## src/ssrc_sync_reset_control.sv

```systemverilog
// Contract
// capture reference pulse on sampling clock rise
// assertion is pin rise or soft bit rise
// every assertion resets interleave clock divider
// assertions 1-2 spare oscillator and multiframe
// captured pulse aligns local multiframe boundary
// frame and multiframe clocks from device clock
// assertion also resets decimation filters; code resets them only with the oscillators (third assertion on, oscMask low)
// partner runs pulse before register programming
// programmable delay in pulse input path
// three 16-bit oscillators, register or pin select
// divider mask blocks pulses to divider
// oscillator mask blocks oscillator and link resets
// partner waits over 40 us after first pulse
// assertion index saturates at three
//
// Implementation choices: the strobed register port and the placing of the registers.
package ssrc_pkg;
    localparam int          ADDR_W      = 8;
    localparam int          DATA_W      = 32;
    localparam int          PHASE_W     = 16;
    localparam int          NCO_COUNT   = 3;
    localparam int          DELAY_TAPS  = 16;
    localparam int          TAP_W       = 4;
    // register byte addresses
    localparam logic [7:0]  OFS_CTRL    = 8'h00;
    localparam logic [7:0]  OFS_DELAY   = 8'h04;
    localparam logic [7:0]  OFS_FRAME   = 8'h08;
    localparam logic [7:0]  OFS_STATUS  = 8'h0C;
    localparam logic [7:0]  OFS_NCO0    = 8'h10;
    localparam logic [7:0]  OFS_NCO1    = 8'h14;
    localparam logic [7:0]  OFS_NCO2    = 8'h18;
    // control field positions
    localparam int          CTRL_SOFT   = 0;
    localparam int          CTRL_DIVMSK = 1;
    localparam int          CTRL_OSCMSK = 2;
    localparam int          CTRL_SEL_LO = 4;
    localparam int          CTRL_GPIO   = 6;
    // status field positions
    localparam int          STAT_SETTLE = 2;
    localparam int          STAT_CNT_LO = 8;
    // reset values
    localparam logic [7:0]  FRAME_LEN_RST = 8'h03;
    localparam logic [7:0]  MF_LEN_RST    = 8'h0F;
    localparam logic [3:0]  DELAY_RST     = 4'h0;
    localparam logic [15:0] NCO_FREQ_RST  = 16'h0000;
    // settle time after the first pulse
    localparam int          SETTLE_US   = 40;
    localparam int          CLK_MHZ     = 50;
    localparam int          SETTLE_CYC  = SETTLE_US * CLK_MHZ;
    localparam int          SETTLE_W    = 12;
    localparam logic [1:0]  IDX_SAT     = 2'h3;
    localparam logic [1:0]  IDX_LATE    = 2'h2;
endpackage : ssrc_pkg

////////////////////////////////////////////////////////////////////////////////
`timescale 1ns/1ps
`default_nettype none
module ssrc_sync_reset_control (
    input  wire logic                            sys_clk,
    input  wire logic                            rst_b,
    input  wire logic                            ce,
    input  wire logic                            refPulsePin,
    input  wire logic [1:0]                      gpioNcoSel,
    input  wire logic [ssrc_pkg::ADDR_W-1:0]     regAddr,
    input  wire logic [ssrc_pkg::DATA_W-1:0]     regWrData,
    input  wire logic                            regWrEn,
    input  wire logic                            regRdEn,
    output logic      [ssrc_pkg::DATA_W-1:0]     regRdData,
    output logic                                 divRstPulse,
    output logic                                 ncoRstPulse,
    output logic                                 decimRstPulse,
    output logic      [1:0]                      divPhase,
    output logic                                 frameBoundary,
    output logic                                 mfBoundary,
    output logic      [ssrc_pkg::PHASE_W-1:0]    ncoPhase
);
    import ssrc_pkg::*;

    typedef struct packed {
        logic                               pinSample;
        logic                               pinPrev;
        logic                               softBit;
        logic                               divMask;
        logic                               oscMask;
        logic [1:0]                         ncoSelReg;
        logic                               useGpioSel;
        logic [TAP_W-1:0]                   delayTap;
        logic [7:0]                         frameLen;
        logic [7:0]                         mfLen;
        logic [NCO_COUNT-1:0][PHASE_W-1:0]  ncoFreq;
        logic [NCO_COUNT-1:0][PHASE_W-1:0]  ncoAcc;
        logic [1:0]                         assertIdx;
        logic [SETTLE_W-1:0]                settleCnt;
        logic                               settleDone;
        logic [7:0]                         pulseCount;
        logic [1:0]                         clkDiv;
        logic [7:0]                         frameCnt;
        logic [7:0]                         mfCnt;
        logic                               frameClk;
        logic                               mfClk;
        logic                               divRst;
        logic                               ncoRst;
        logic                               decimRst;
        logic [PHASE_W-1:0]                 phaseOut;
        logic [DATA_W-1:0]                  rdData;
    } ssrc_state_t;

    ssrc_state_t state_reg;
    ssrc_state_t state_next;
    logic        delayedPin;
    logic        softRise;
    logic        assertEvt;
    logic        lateEvt;
    logic [1:0]  selNco;

    ////////////////////////////////////////////////////////////////////////////
    // input delay so the pulse can be skewed against the sampling clock
    ssrc_pulse_delay u_delay (
        .sys_clk  (sys_clk),
        .rst_b    (rst_b),
        .ce       (ce),
        .pulseIn  (state_reg.pinSample),
        .tapSel   (state_reg.delayTap),
        .pulseOut (delayedPin)
    );

    ////////////////////////////////////////////////////////////////////////////
    // assertion detection from either source
    assign softRise  = regWrEn && (regAddr == OFS_CTRL) && regWrData[CTRL_SOFT]
                       && !state_reg.softBit;
    assign assertEvt = (delayedPin && !state_reg.pinPrev) || softRise;
    assign lateEvt   = assertEvt && (state_reg.assertIdx >= IDX_LATE);
    assign selNco    = state_reg.useGpioSel ? gpioNcoSel : state_reg.ncoSelReg;

    // next state: capture, counters, sync resets, register port
    always_comb begin
        state_next = state_reg;
        state_next.pinSample = refPulsePin;
        state_next.pinPrev   = delayedPin;
        state_next.divRst    = 1'b0;
        state_next.ncoRst    = 1'b0;
        state_next.decimRst  = 1'b0;
        state_next.frameClk  = 1'b0;
        state_next.mfClk     = 1'b0;
        state_next.rdData    = '0;

        // free running divider, oscillators and frame counters
        state_next.clkDiv = state_reg.clkDiv + 2'h1;
        for (int i = 0; i < NCO_COUNT; i++) begin
            state_next.ncoAcc[i] = state_reg.ncoAcc[i] + state_reg.ncoFreq[i];
        end
        if (state_reg.frameCnt >= state_reg.frameLen) begin
            state_next.frameCnt = 8'h00;
            state_next.frameClk = 1'b1;
            if (state_reg.mfCnt >= state_reg.mfLen) begin
                state_next.mfCnt = 8'h00;
                state_next.mfClk = 1'b1;
            end else begin
                state_next.mfCnt = state_reg.mfCnt + 8'h01;
            end
        end else begin
            state_next.frameCnt = state_reg.frameCnt + 8'h01;
        end

        // settle timer starts on the first assertion, status only
        if (state_reg.assertIdx != 2'h0 && !state_reg.settleDone) begin
            if (state_reg.settleCnt >= SETTLE_W'(SETTLE_CYC - 1)) begin
                state_next.settleDone = 1'b1;
            end else begin
                state_next.settleCnt = state_reg.settleCnt + SETTLE_W'(1);
            end
        end

        // index counts every assertion until it saturates at three, masks only gate the resets
        if (assertEvt) begin
            state_next.pulseCount = state_reg.pulseCount + 8'h01;
            if (state_reg.assertIdx != IDX_SAT) begin
                state_next.assertIdx = state_reg.assertIdx + 2'h1;
            end
            if (!state_reg.divMask) begin
                state_next.clkDiv = 2'h0;
                state_next.divRst = 1'b1;
            end
        end
        if (lateEvt && !state_reg.oscMask) begin
            for (int i = 0; i < NCO_COUNT; i++) begin
                state_next.ncoAcc[i] = '0;
            end
            state_next.ncoRst   = 1'b1;
            state_next.decimRst = 1'b1;
            state_next.frameCnt = 8'h00;
            state_next.mfCnt    = 8'h00;
            state_next.frameClk = 1'b1;
            state_next.mfClk    = 1'b1;
        end

        // selected oscillator phase, codes above two pick the last one
        state_next.phaseOut = (selNco >= 2'h2) ? state_next.ncoAcc[2]
                                                : state_next.ncoAcc[selNco];

        // register writes
        if (regWrEn) begin
            case (regAddr)
                OFS_CTRL: begin
                    state_next.softBit    = regWrData[CTRL_SOFT];
                    state_next.divMask    = regWrData[CTRL_DIVMSK];
                    state_next.oscMask    = regWrData[CTRL_OSCMSK];
                    state_next.ncoSelReg  = regWrData[CTRL_SEL_LO +: 2];
                    state_next.useGpioSel = regWrData[CTRL_GPIO];
                end
                OFS_DELAY: state_next.delayTap = regWrData[TAP_W-1:0];
                OFS_FRAME: begin
                    state_next.frameLen = regWrData[7:0];
                    state_next.mfLen    = regWrData[15:8];
                end
                OFS_NCO0: state_next.ncoFreq[0] = regWrData[PHASE_W-1:0];
                OFS_NCO1: state_next.ncoFreq[1] = regWrData[PHASE_W-1:0];
                OFS_NCO2: state_next.ncoFreq[2] = regWrData[PHASE_W-1:0];
                default: ;
            endcase
        end

        // register reads, data valid one cycle after the strobe
        if (regRdEn) begin
            case (regAddr)
                OFS_CTRL: begin
                    state_next.rdData[CTRL_SOFT]        = state_reg.softBit;
                    state_next.rdData[CTRL_DIVMSK]      = state_reg.divMask;
                    state_next.rdData[CTRL_OSCMSK]      = state_reg.oscMask;
                    state_next.rdData[CTRL_SEL_LO +: 2] = state_reg.ncoSelReg;
                    state_next.rdData[CTRL_GPIO]        = state_reg.useGpioSel;
                end
                OFS_DELAY:  state_next.rdData[TAP_W-1:0] = state_reg.delayTap;
                OFS_FRAME:  state_next.rdData[15:0] = {state_reg.mfLen, state_reg.frameLen};
                OFS_STATUS: begin
                    state_next.rdData[1:0]             = state_reg.assertIdx;
                    state_next.rdData[STAT_SETTLE]     = state_reg.settleDone;
                    state_next.rdData[STAT_CNT_LO +: 8] = state_reg.pulseCount;
                end
                OFS_NCO0: state_next.rdData[PHASE_W-1:0] = state_reg.ncoFreq[0];
                OFS_NCO1: state_next.rdData[PHASE_W-1:0] = state_reg.ncoFreq[1];
                OFS_NCO2: state_next.rdData[PHASE_W-1:0] = state_reg.ncoFreq[2];
                default: state_next.rdData = '0;
            endcase
        end
    end

    // one register bank, frozen while the clock enable is low
    always_ff @(posedge sys_clk or negedge rst_b) begin
        if (!rst_b) begin
            state_reg          <= '0;
            state_reg.frameLen <= FRAME_LEN_RST;
            state_reg.mfLen    <= MF_LEN_RST;
            state_reg.delayTap <= DELAY_RST;
            state_reg.ncoFreq  <= {NCO_COUNT{NCO_FREQ_RST}};
        end else if (ce) begin
            state_reg <= state_next;
        end
    end

    // outputs straight from the bank
    assign regRdData     = state_reg.rdData;
    assign divRstPulse   = state_reg.divRst;
    assign ncoRstPulse   = state_reg.ncoRst;
    assign decimRstPulse = state_reg.decimRst;
    assign divPhase      = state_reg.clkDiv;
    assign frameBoundary = state_reg.frameClk;
    assign mfBoundary    = state_reg.mfClk;
    assign ncoPhase      = state_reg.phaseOut;
endmodule // ssrc_sync_reset_control
`default_nettype wire

```

## src/ssrc_pulse_delay.sv

```systemverilog
`timescale 1ns/1ps
`default_nettype none
module ssrc_pulse_delay (
    input  wire logic                        sys_clk,
    input  wire logic                        rst_b,
    input  wire logic                        ce,
    input  wire logic                        pulseIn,
    input  wire logic [ssrc_pkg::TAP_W-1:0]  tapSel,
    output logic                             pulseOut
);
    import ssrc_pkg::*;

    typedef struct packed {
        logic [DELAY_TAPS-1:0] taps;
        logic                  out;
    } ssrc_delay_t;

    ssrc_delay_t dly_reg;
    ssrc_delay_t dly_next;

    ////////////////////////////////////////////////////////////////////////////
    // shift line with a registered tap, latency is tapSel plus two
    always_comb begin
        dly_next      = dly_reg;
        dly_next.taps = {dly_reg.taps[DELAY_TAPS-2:0], pulseIn};
        dly_next.out  = dly_reg.taps[tapSel];
    end

    // changing the tap mid-pulse may clip or stretch one pulse
    always_ff @(posedge sys_clk or negedge rst_b) begin
        if (!rst_b) begin
            dly_reg <= '0;
        end else if (ce) begin
            dly_reg <= dly_next;
        end
    end

    assign pulseOut = dly_reg.out;
endmodule // ssrc_pulse_delay
`default_nettype wire

```

## config.mk

```make
export PLATFORM = sky130hd
export DESIGN_NAME = ssrc_sync_reset_control
export DESIGN_NICKNAME = d
export VERILOG_FILES = /design/src/ssrc_sync_reset_control.sv /design/src/ssrc_pulse_delay.sv
export SDC_FILE = /design/constraint.sdc
export NUM_CORES = 1
export LEC_CHECK = 0
export ABC_AREA = 1
export ABC_CLOCK_PERIOD_IN_PS = 3300
export BUFFER_PORTS_ARGS = -buffer_cell sky130_fd_sc_hd__buf_2
export CAP_MARGIN = 20
export CORE_MARGIN = 2
export CORE_UTILIZATION = 40
export CTS_CLUSTER_SIZE = 25
export DETAILED_ROUTE_END_ITERATION = 10
export PLACE_DENSITY = 0.54
export SYNTH_ARGS = -nofsm -noshare
export SYNTH_HDL_FRONTEND = slang
export SYNTH_SLANG_ARGS = --single-unit
```

## constraint.sdc

```tcl
create_clock -name sys_clk -period 3.3 [get_ports sys_clk]
set_clock_uncertainty 0.2 [all_clocks]
set_input_delay 0.66 -clock sys_clk [delete_from_list [all_inputs] [get_ports sys_clk]]
set_output_delay 0.66 -clock sys_clk [all_outputs]
set_load 0.03 [all_outputs]
```

==> flow_summary.toml, run 1 <==
[status]
status = "completed"

[timing]
setup_violations = 0
finalCritPeriodShare_pct = 77.4
rsz0062_at_grt = "no"
drv_slew = 0
setup-tns-final_ns = 0
fmax_mhz = 392
finalHoldViolations = 0
layout_min_cycle_time_ns = 2.55
fin_hold_ws_ns = 0.112
slew_headroom_pct = 53.2
worstMarginPinSlew_ns = 0.702

[clock_tree]
cts.htree.levels = 1
cts_sinks = 218
cts_buffer_depth = 3
cts_tree = "yes"
clk_pin_slew_ns = 0.06
cts-resized-gates = 0
cts-root-buf = "clkbuf_16"
numCtsBuffers = 27
clk_latency_ns = 0.56

[layout]
final_cells = 2266
final-seq-area_um2 = 5460
nets = 1922
layout-drive-gt1-share_pct = 9.05
fillers = 3409
finalInstanceArea_um2 = 14600
largest_register_ffs = 163
antenna_cells = 0
syn_to_final_growth_pct = 10.9
multi_input_area_um2 = 6360

[floorplan]
die_w_um = 186
initial_core_util_pct = 40.5
die_area_um2 = 34400
core-area_um2 = 32500
ios = 103
rows = 66
die_h_um = 186

[routing]
drt_wl_total_um = 38100
ant_nets = 0
num_vias = 11358
routed_via_density = 5.01
drt_drc_violations_left = 0
firstDrtPassIters = 5
wl_per_cell_um = 16.8
drt_iter0_drc = 861

[power]
cellLeakagePower_nw = 7.83
p_per_area_nw_per_um2 = 552
p_total_mw = 8.08
irDropWorstVdd_uv = 499

[synthesis]
syn_area_per_cell_um2 = 7.42
synth-edff-count = 0
async_flop_share_pct = 100
synthCells = 1778
synth_top_cell_area_share_pct = 40.2
ys_seq_elements = 218
synth_top_flop_cell = "dfrtp_1"
yosys_warnings = 0
yosys-top-cells-count = "nand2_1, dfrtp_1, inv_1"
synthMostInstantiatedCell = "nand2_1"
ys_seq_area_share_pct = 41.4
syn-cell-area_um2 = 13200
synth_top_area_cell = "dfrtp_1"
ys_types = 46
synth_area_leaders = "dfrtp_1, nand2_1, ha_1, o21ai_0, inv_1"

[placement]
portBuffers = 70
gp_congestion = 0.922
dpl_cell_area_um2 = 13700
hpwl_um = 28400
dp_cells = 2215

[worst_setup_path]
startpoint_type = "flop"
worstSetupPathType = "flop to flop"
cp.required_ns = 3.53
startpoint = "state_reg[66]"
worst-endpoint-arrival_ns = 2.78
cp_max_fo = 10
end_kind = "flop"
r2r_start = "state_reg[66]"

[global_routing]
grt_usage_pct = 22.5
grt_max_degree = 159
grt_first_pass_wirelength_um = 59700
grt_pass1_vias = 10468
overflow = 0
grt_antenna_before_repair = 0

[job]
maxCapViolCount = 0

[min_path]
min_from = "refPulsePin"
hp-class = "primary input to flop"
-- critical path, stage by stage (launching register included) --
cell	delay, ns
dfrtp_1	0.43
ha_1	0.33
a21oi_1	0.17
nor2_1	0.07
a211oi_1	0.31
nand3_2	0.28
nor2_2	0.32
nor2_8	0.09
inv_4	0.14
o21ai_1	0.07
-- power breakdown --
group,switching [mW],internal (mW)
Clock,1.26,1.72
Combinational,1.19,0.593
Sequential,0.283,3.04
-- what timing repair did --
item,in CTS,in global routing
hold buffers,1,0
hold endpoints to repair,69,0
buffers inserted,0,0
-- placed cells by master (no fill, tap or decap), types with 6 or more instances in the layout --
cell,synthesis,routed
buf_2,8,69
inv_1,206,206
nor2_1,73,73
buf_4,53,13
xnor2_1,19,19
o21ai_0,159,159
xor2_1,25,25
or2_2,7,7
nand4_1,45,45
a21oi_1,65,65
conb_1,1,16
clkbuf_16,0,27
dfrtp_1,212,212
clkbuf_8,0,9
ha_1,68,68
nor3_1,19,19
nand3b_1,11,11
nand3_1,111,111
dfstp_2,6,6
nand2_1,596,596
-- cell type report --
cell class                 count  area share [%]
clock buffer                  39            5.54
multi-input combinational   1257            43.5
inverter                     211            5.45
sequential                   218            37.3
timing repair buffer          88            3.75
tap                          442            3.78
clock inverter                11           0.642
-- per-stage QoR --
stage	utilization (%)	setup WS (ns)
finish	45.0	0.746
global route	45.0	0.573
CTS	45.0	0.765
detailed placement	42.1	0.478
global placement	42.1	0.509
floorplan	-	1.19
-- cell families after synthesis --
group	count (synthesis)	share of synthesized area, %
muxes	2	0.161
other	1	0.0284
adders and majority gates	71	6.91
xor gates and xnor gates	44	2.92
AOI/OAI and AO/OA	245	9.65
and+or+nand+nor	879	28.1
buffers and inverters	318	10.8
DFF	218	41.4
-- path summary, 6_finish.rpt --
check                                  to  slack, ns  depth (start not counted)
min reg2reg                 state_reg[91]       0.18                          0
max reg2reg                    mfBoundary       0.75                          9
min                        state_reg[217]       0.11                          3
min in group asynchronous  state_reg[107]       0.51                          2
max in group asynchronous  state_reg[193]       1.60                          3
max                            mfBoundary       0.75                          9
-- routing by layer --
metal / vias to the layer above / GRT usage (%) / wire length [um] / part of all wire [%]
met5: - / 0 / 0 / 0
met4: 0 / 6.30 / 1010 / 2.7
met3: 57 / 3.05 / 1860 / 4.9
met2: 227 / 35.1 / 16900 / 44
met1: 5363 / 32.7 / 18400 / 48
li1: 5711 / - / - / -
No activity file was read; power rests on OpenSTA's default activity.
==> inputs of run 2 (changes only) <==
--- a/config.mk
+++ b/config.mk
@@ -6,7 +6,7 @@
 export NUM_CORES = 1
 export LEC_CHECK = 0
 export ABC_AREA = 1
-export ABC_CLOCK_PERIOD_IN_PS = 3300
+export ABC_CLOCK_PERIOD_IN_PS = 2600
 export BUFFER_PORTS_ARGS = -buffer_cell sky130_fd_sc_hd__buf_2
 export CAP_MARGIN = 20
 export CORE_MARGIN = 2
==> constraint.sdc (replaced) <==
create_clock -name sys_clk -period 2.6 [get_ports sys_clk]
set_clock_uncertainty 0.2 [all_clocks]
set_input_delay 0.52 -clock sys_clk [delete_from_list [all_inputs] [get_ports sys_clk]]
set_output_delay 0.52 -clock sys_clk [all_outputs]
set_load 0.03 [all_outputs]
==> flow_summary.toml, run 2 (synthesis results as in run 1) <==
[floorplan]
die_area_um2 = 34400
die_w_um = 186
core-area_um2 = 32500
die_h_um = 186
ios = 103
rows = 66
initial_core_util_pct = 40.5

[timing]
drv_slew = 0
finalCritPeriodShare_pct = 93.7
fmax_mhz = 410
finalHoldViolations = 0
setup_violations = 0
setup-tns-final_ns = 0
worstMarginPinSlew_ns = 0.700
slew_headroom_pct = 53.3
layout_min_cycle_time_ns = 2.44
fin_hold_ws_ns = 0.0502
fin_ws_ns = 0.163

[layout]
final_common_cell = "nand2_1"
final_cells = 2280
nets = 1936
layout-drive-gt1-share_pct = 9.47
most-common-layout-cells = "nand2_1, dfrtp_1, inv_1, o21ai_0, nand3_1"
finalInstanceArea_um2 = 14800
antenna_cells = 0
syn_to_final_growth_pct = 12.2
largest_register_ffs = 163

[clock_tree]
clk_pin_slew_ns = 0.06
cts_sinks = 218
cts_buffer_depth = 3
cts-root-buf = "clkbuf_16"
cts_tree = "yes"
cts_setup_buffers = 0
numCtsBuffers = 27
clk_latency_ns = 0.55
cts.htree.levels = 1

[power]
intPower_mw = 7.01
irDropWorstVdd_uv = 509
p_per_area_nw_per_um2 = 701
swShare_pct = 32.5
p_seq_share_pct = 40.6
cellLeakagePower_nw = 7.94
p_comb_share_pct = 22.1
power.switching_mw = 3.38
clockPowerShare_pct = 37.3

[global_routing]
grt_antenna_before_repair = 1
overflow = 0
grt_pass1_vias = 10343
grt_first_pass_wirelength_um = 59400
grt_max_degree = 159
grt_usage_pct = 22.4

[worst_setup_path]
worstSetupPathType = "flop to flop"
worst-endpoint-arrival_ns = 2.67
regToRegSetupSlack_ns = 0.16
cpMostUsedCell = "nand2_1"
end_kind = "flop"
cp_top_family = "simple AND/OR/NAND/NOR gates"
cp.required_ns = 2.83
crit_slowest_cell = "dfrtp_1"
cp_max_fo = 4
slowest_delay_ns = 0.39
cp_num_buf_inv = 2
crit_chain = "ha_2 -> inv_1 -> fa_1 -> inv_1 -> nand4_1 -> nand2_1 -> nand2_1 -> nand2_1 -> nand2_1 -> nand4_1 -> nand3_1 -> nand2_1 -> nand2_1"
startpoint_type = "flop"

[routing]
routed_via_density = 4.92
ant_nets = 0
wl_per_cell_um = 16.6
drt_wl_total_um = 37800
firstDrtPassIters = 5
drt_drc_violations_left = 0
drt_iter0_drc = 786
num_vias = 11210

[placement]
dpl_cell_area_um2 = 13900
dp_cells = 2228
gp_congestion = 0.869
hpwl_um = 28400
dp_slack_ns = 0.0759
portBuffers = 70

[status]
status = "completed"

[min_path]
hp-class = "primary input to flop"

[job]
maxCapViolCount = 0
==> run 2: layer usage <==
| layer | routed length [um] | part of all wire [%] | track usage [%] | up-vias |
|---|---|---|---|---|
| li1 | - | - | - | 5728 |
| met1 | 18200 | 48 | 32.8 | 5229 |
| met2 | 16900 | 45 | 34.7 | 214 |
| met3 | 2010 | 5.3 | 3.74 | 39 |
| met4 | 720 | 1.9 | 5.01 | 0 |
| met5 | 0 | 0 | 0 | - |
==> run 2: what timing repair did <==
| item | 4_1_cts | 5_1_grt |
|---|---|---|
| setup endpoints to repair | 0 | 5 |
| gates resized for setup | 0 | 2 |
| hold buffers | 2 | 0 |
| hold endpoints to repair | 46 | 0 |
==> run 2: worst register-to-register path, delay by kind of cell, from the launching register on <==
family	cells	cell delay [ns]
flip-flops	1	0.39
AND/OR/NAND/NOR	9	0.98
adder cells (fa/ha/maj)	2	0.57
buffers and inverters	2	0.18
==> run 2: path summary, 6_finish.rpt <==
path	from	endpoint	cells after the start
hold / removal	regRdEn	regRdData[0]	3
min in group asynchronous	rst_b	state_reg[121]	2
max in group asynchronous	rst_b	state_reg[84]	3
hold reg to reg	state_reg[91]	state_reg[91]	0
setup / recovery	state_reg[142]	ncoPhase[14]	13
setup reg to reg	state_reg[142]	ncoPhase[14]	13
==> run 2: layout make-up <==
cell class / instances / area (um2)
Clock buffer: 41 / 778
Clock inverter: 9 / 135
Fill cell: 3363 / 17700
Inverter: 211 / 797
Multi-Input combinational cell: 1257 / 6370
Sequential cell: 218 / 5460
Tap cell: 442 / 553
Timing Repair Buffer: 102 / 706
==> run 2: metrics by stage <==
| step | util (%) | power [mW] |
|---|---|---|
| 6_report | 45.5 | 10.4 |
| 3_5_place_dp | 42.6 | 6.57 |
| 3_3_place_gp | 42.6 | 6.53 |
| 2_1_floorplan | - | 5.95 |
| 4_1_cts | 45.5 | 10.5 |
| 5_1_grt | 45.5 | 11.0 |
==> run 2: power groups by stage <==
stage / logic (mW) / registers (mW) / clock network, mW
floorplan: 1.77 / 4.18 / 0
global placement: 2.27 / 4.26 / 0
detailed placement: 2.31 / 4.27 / 0
CTS: 2.32 / 4.21 / 3.97
global route: 2.61 / 4.27 / 4.14
finish: 2.30 / 4.21 / 3.87
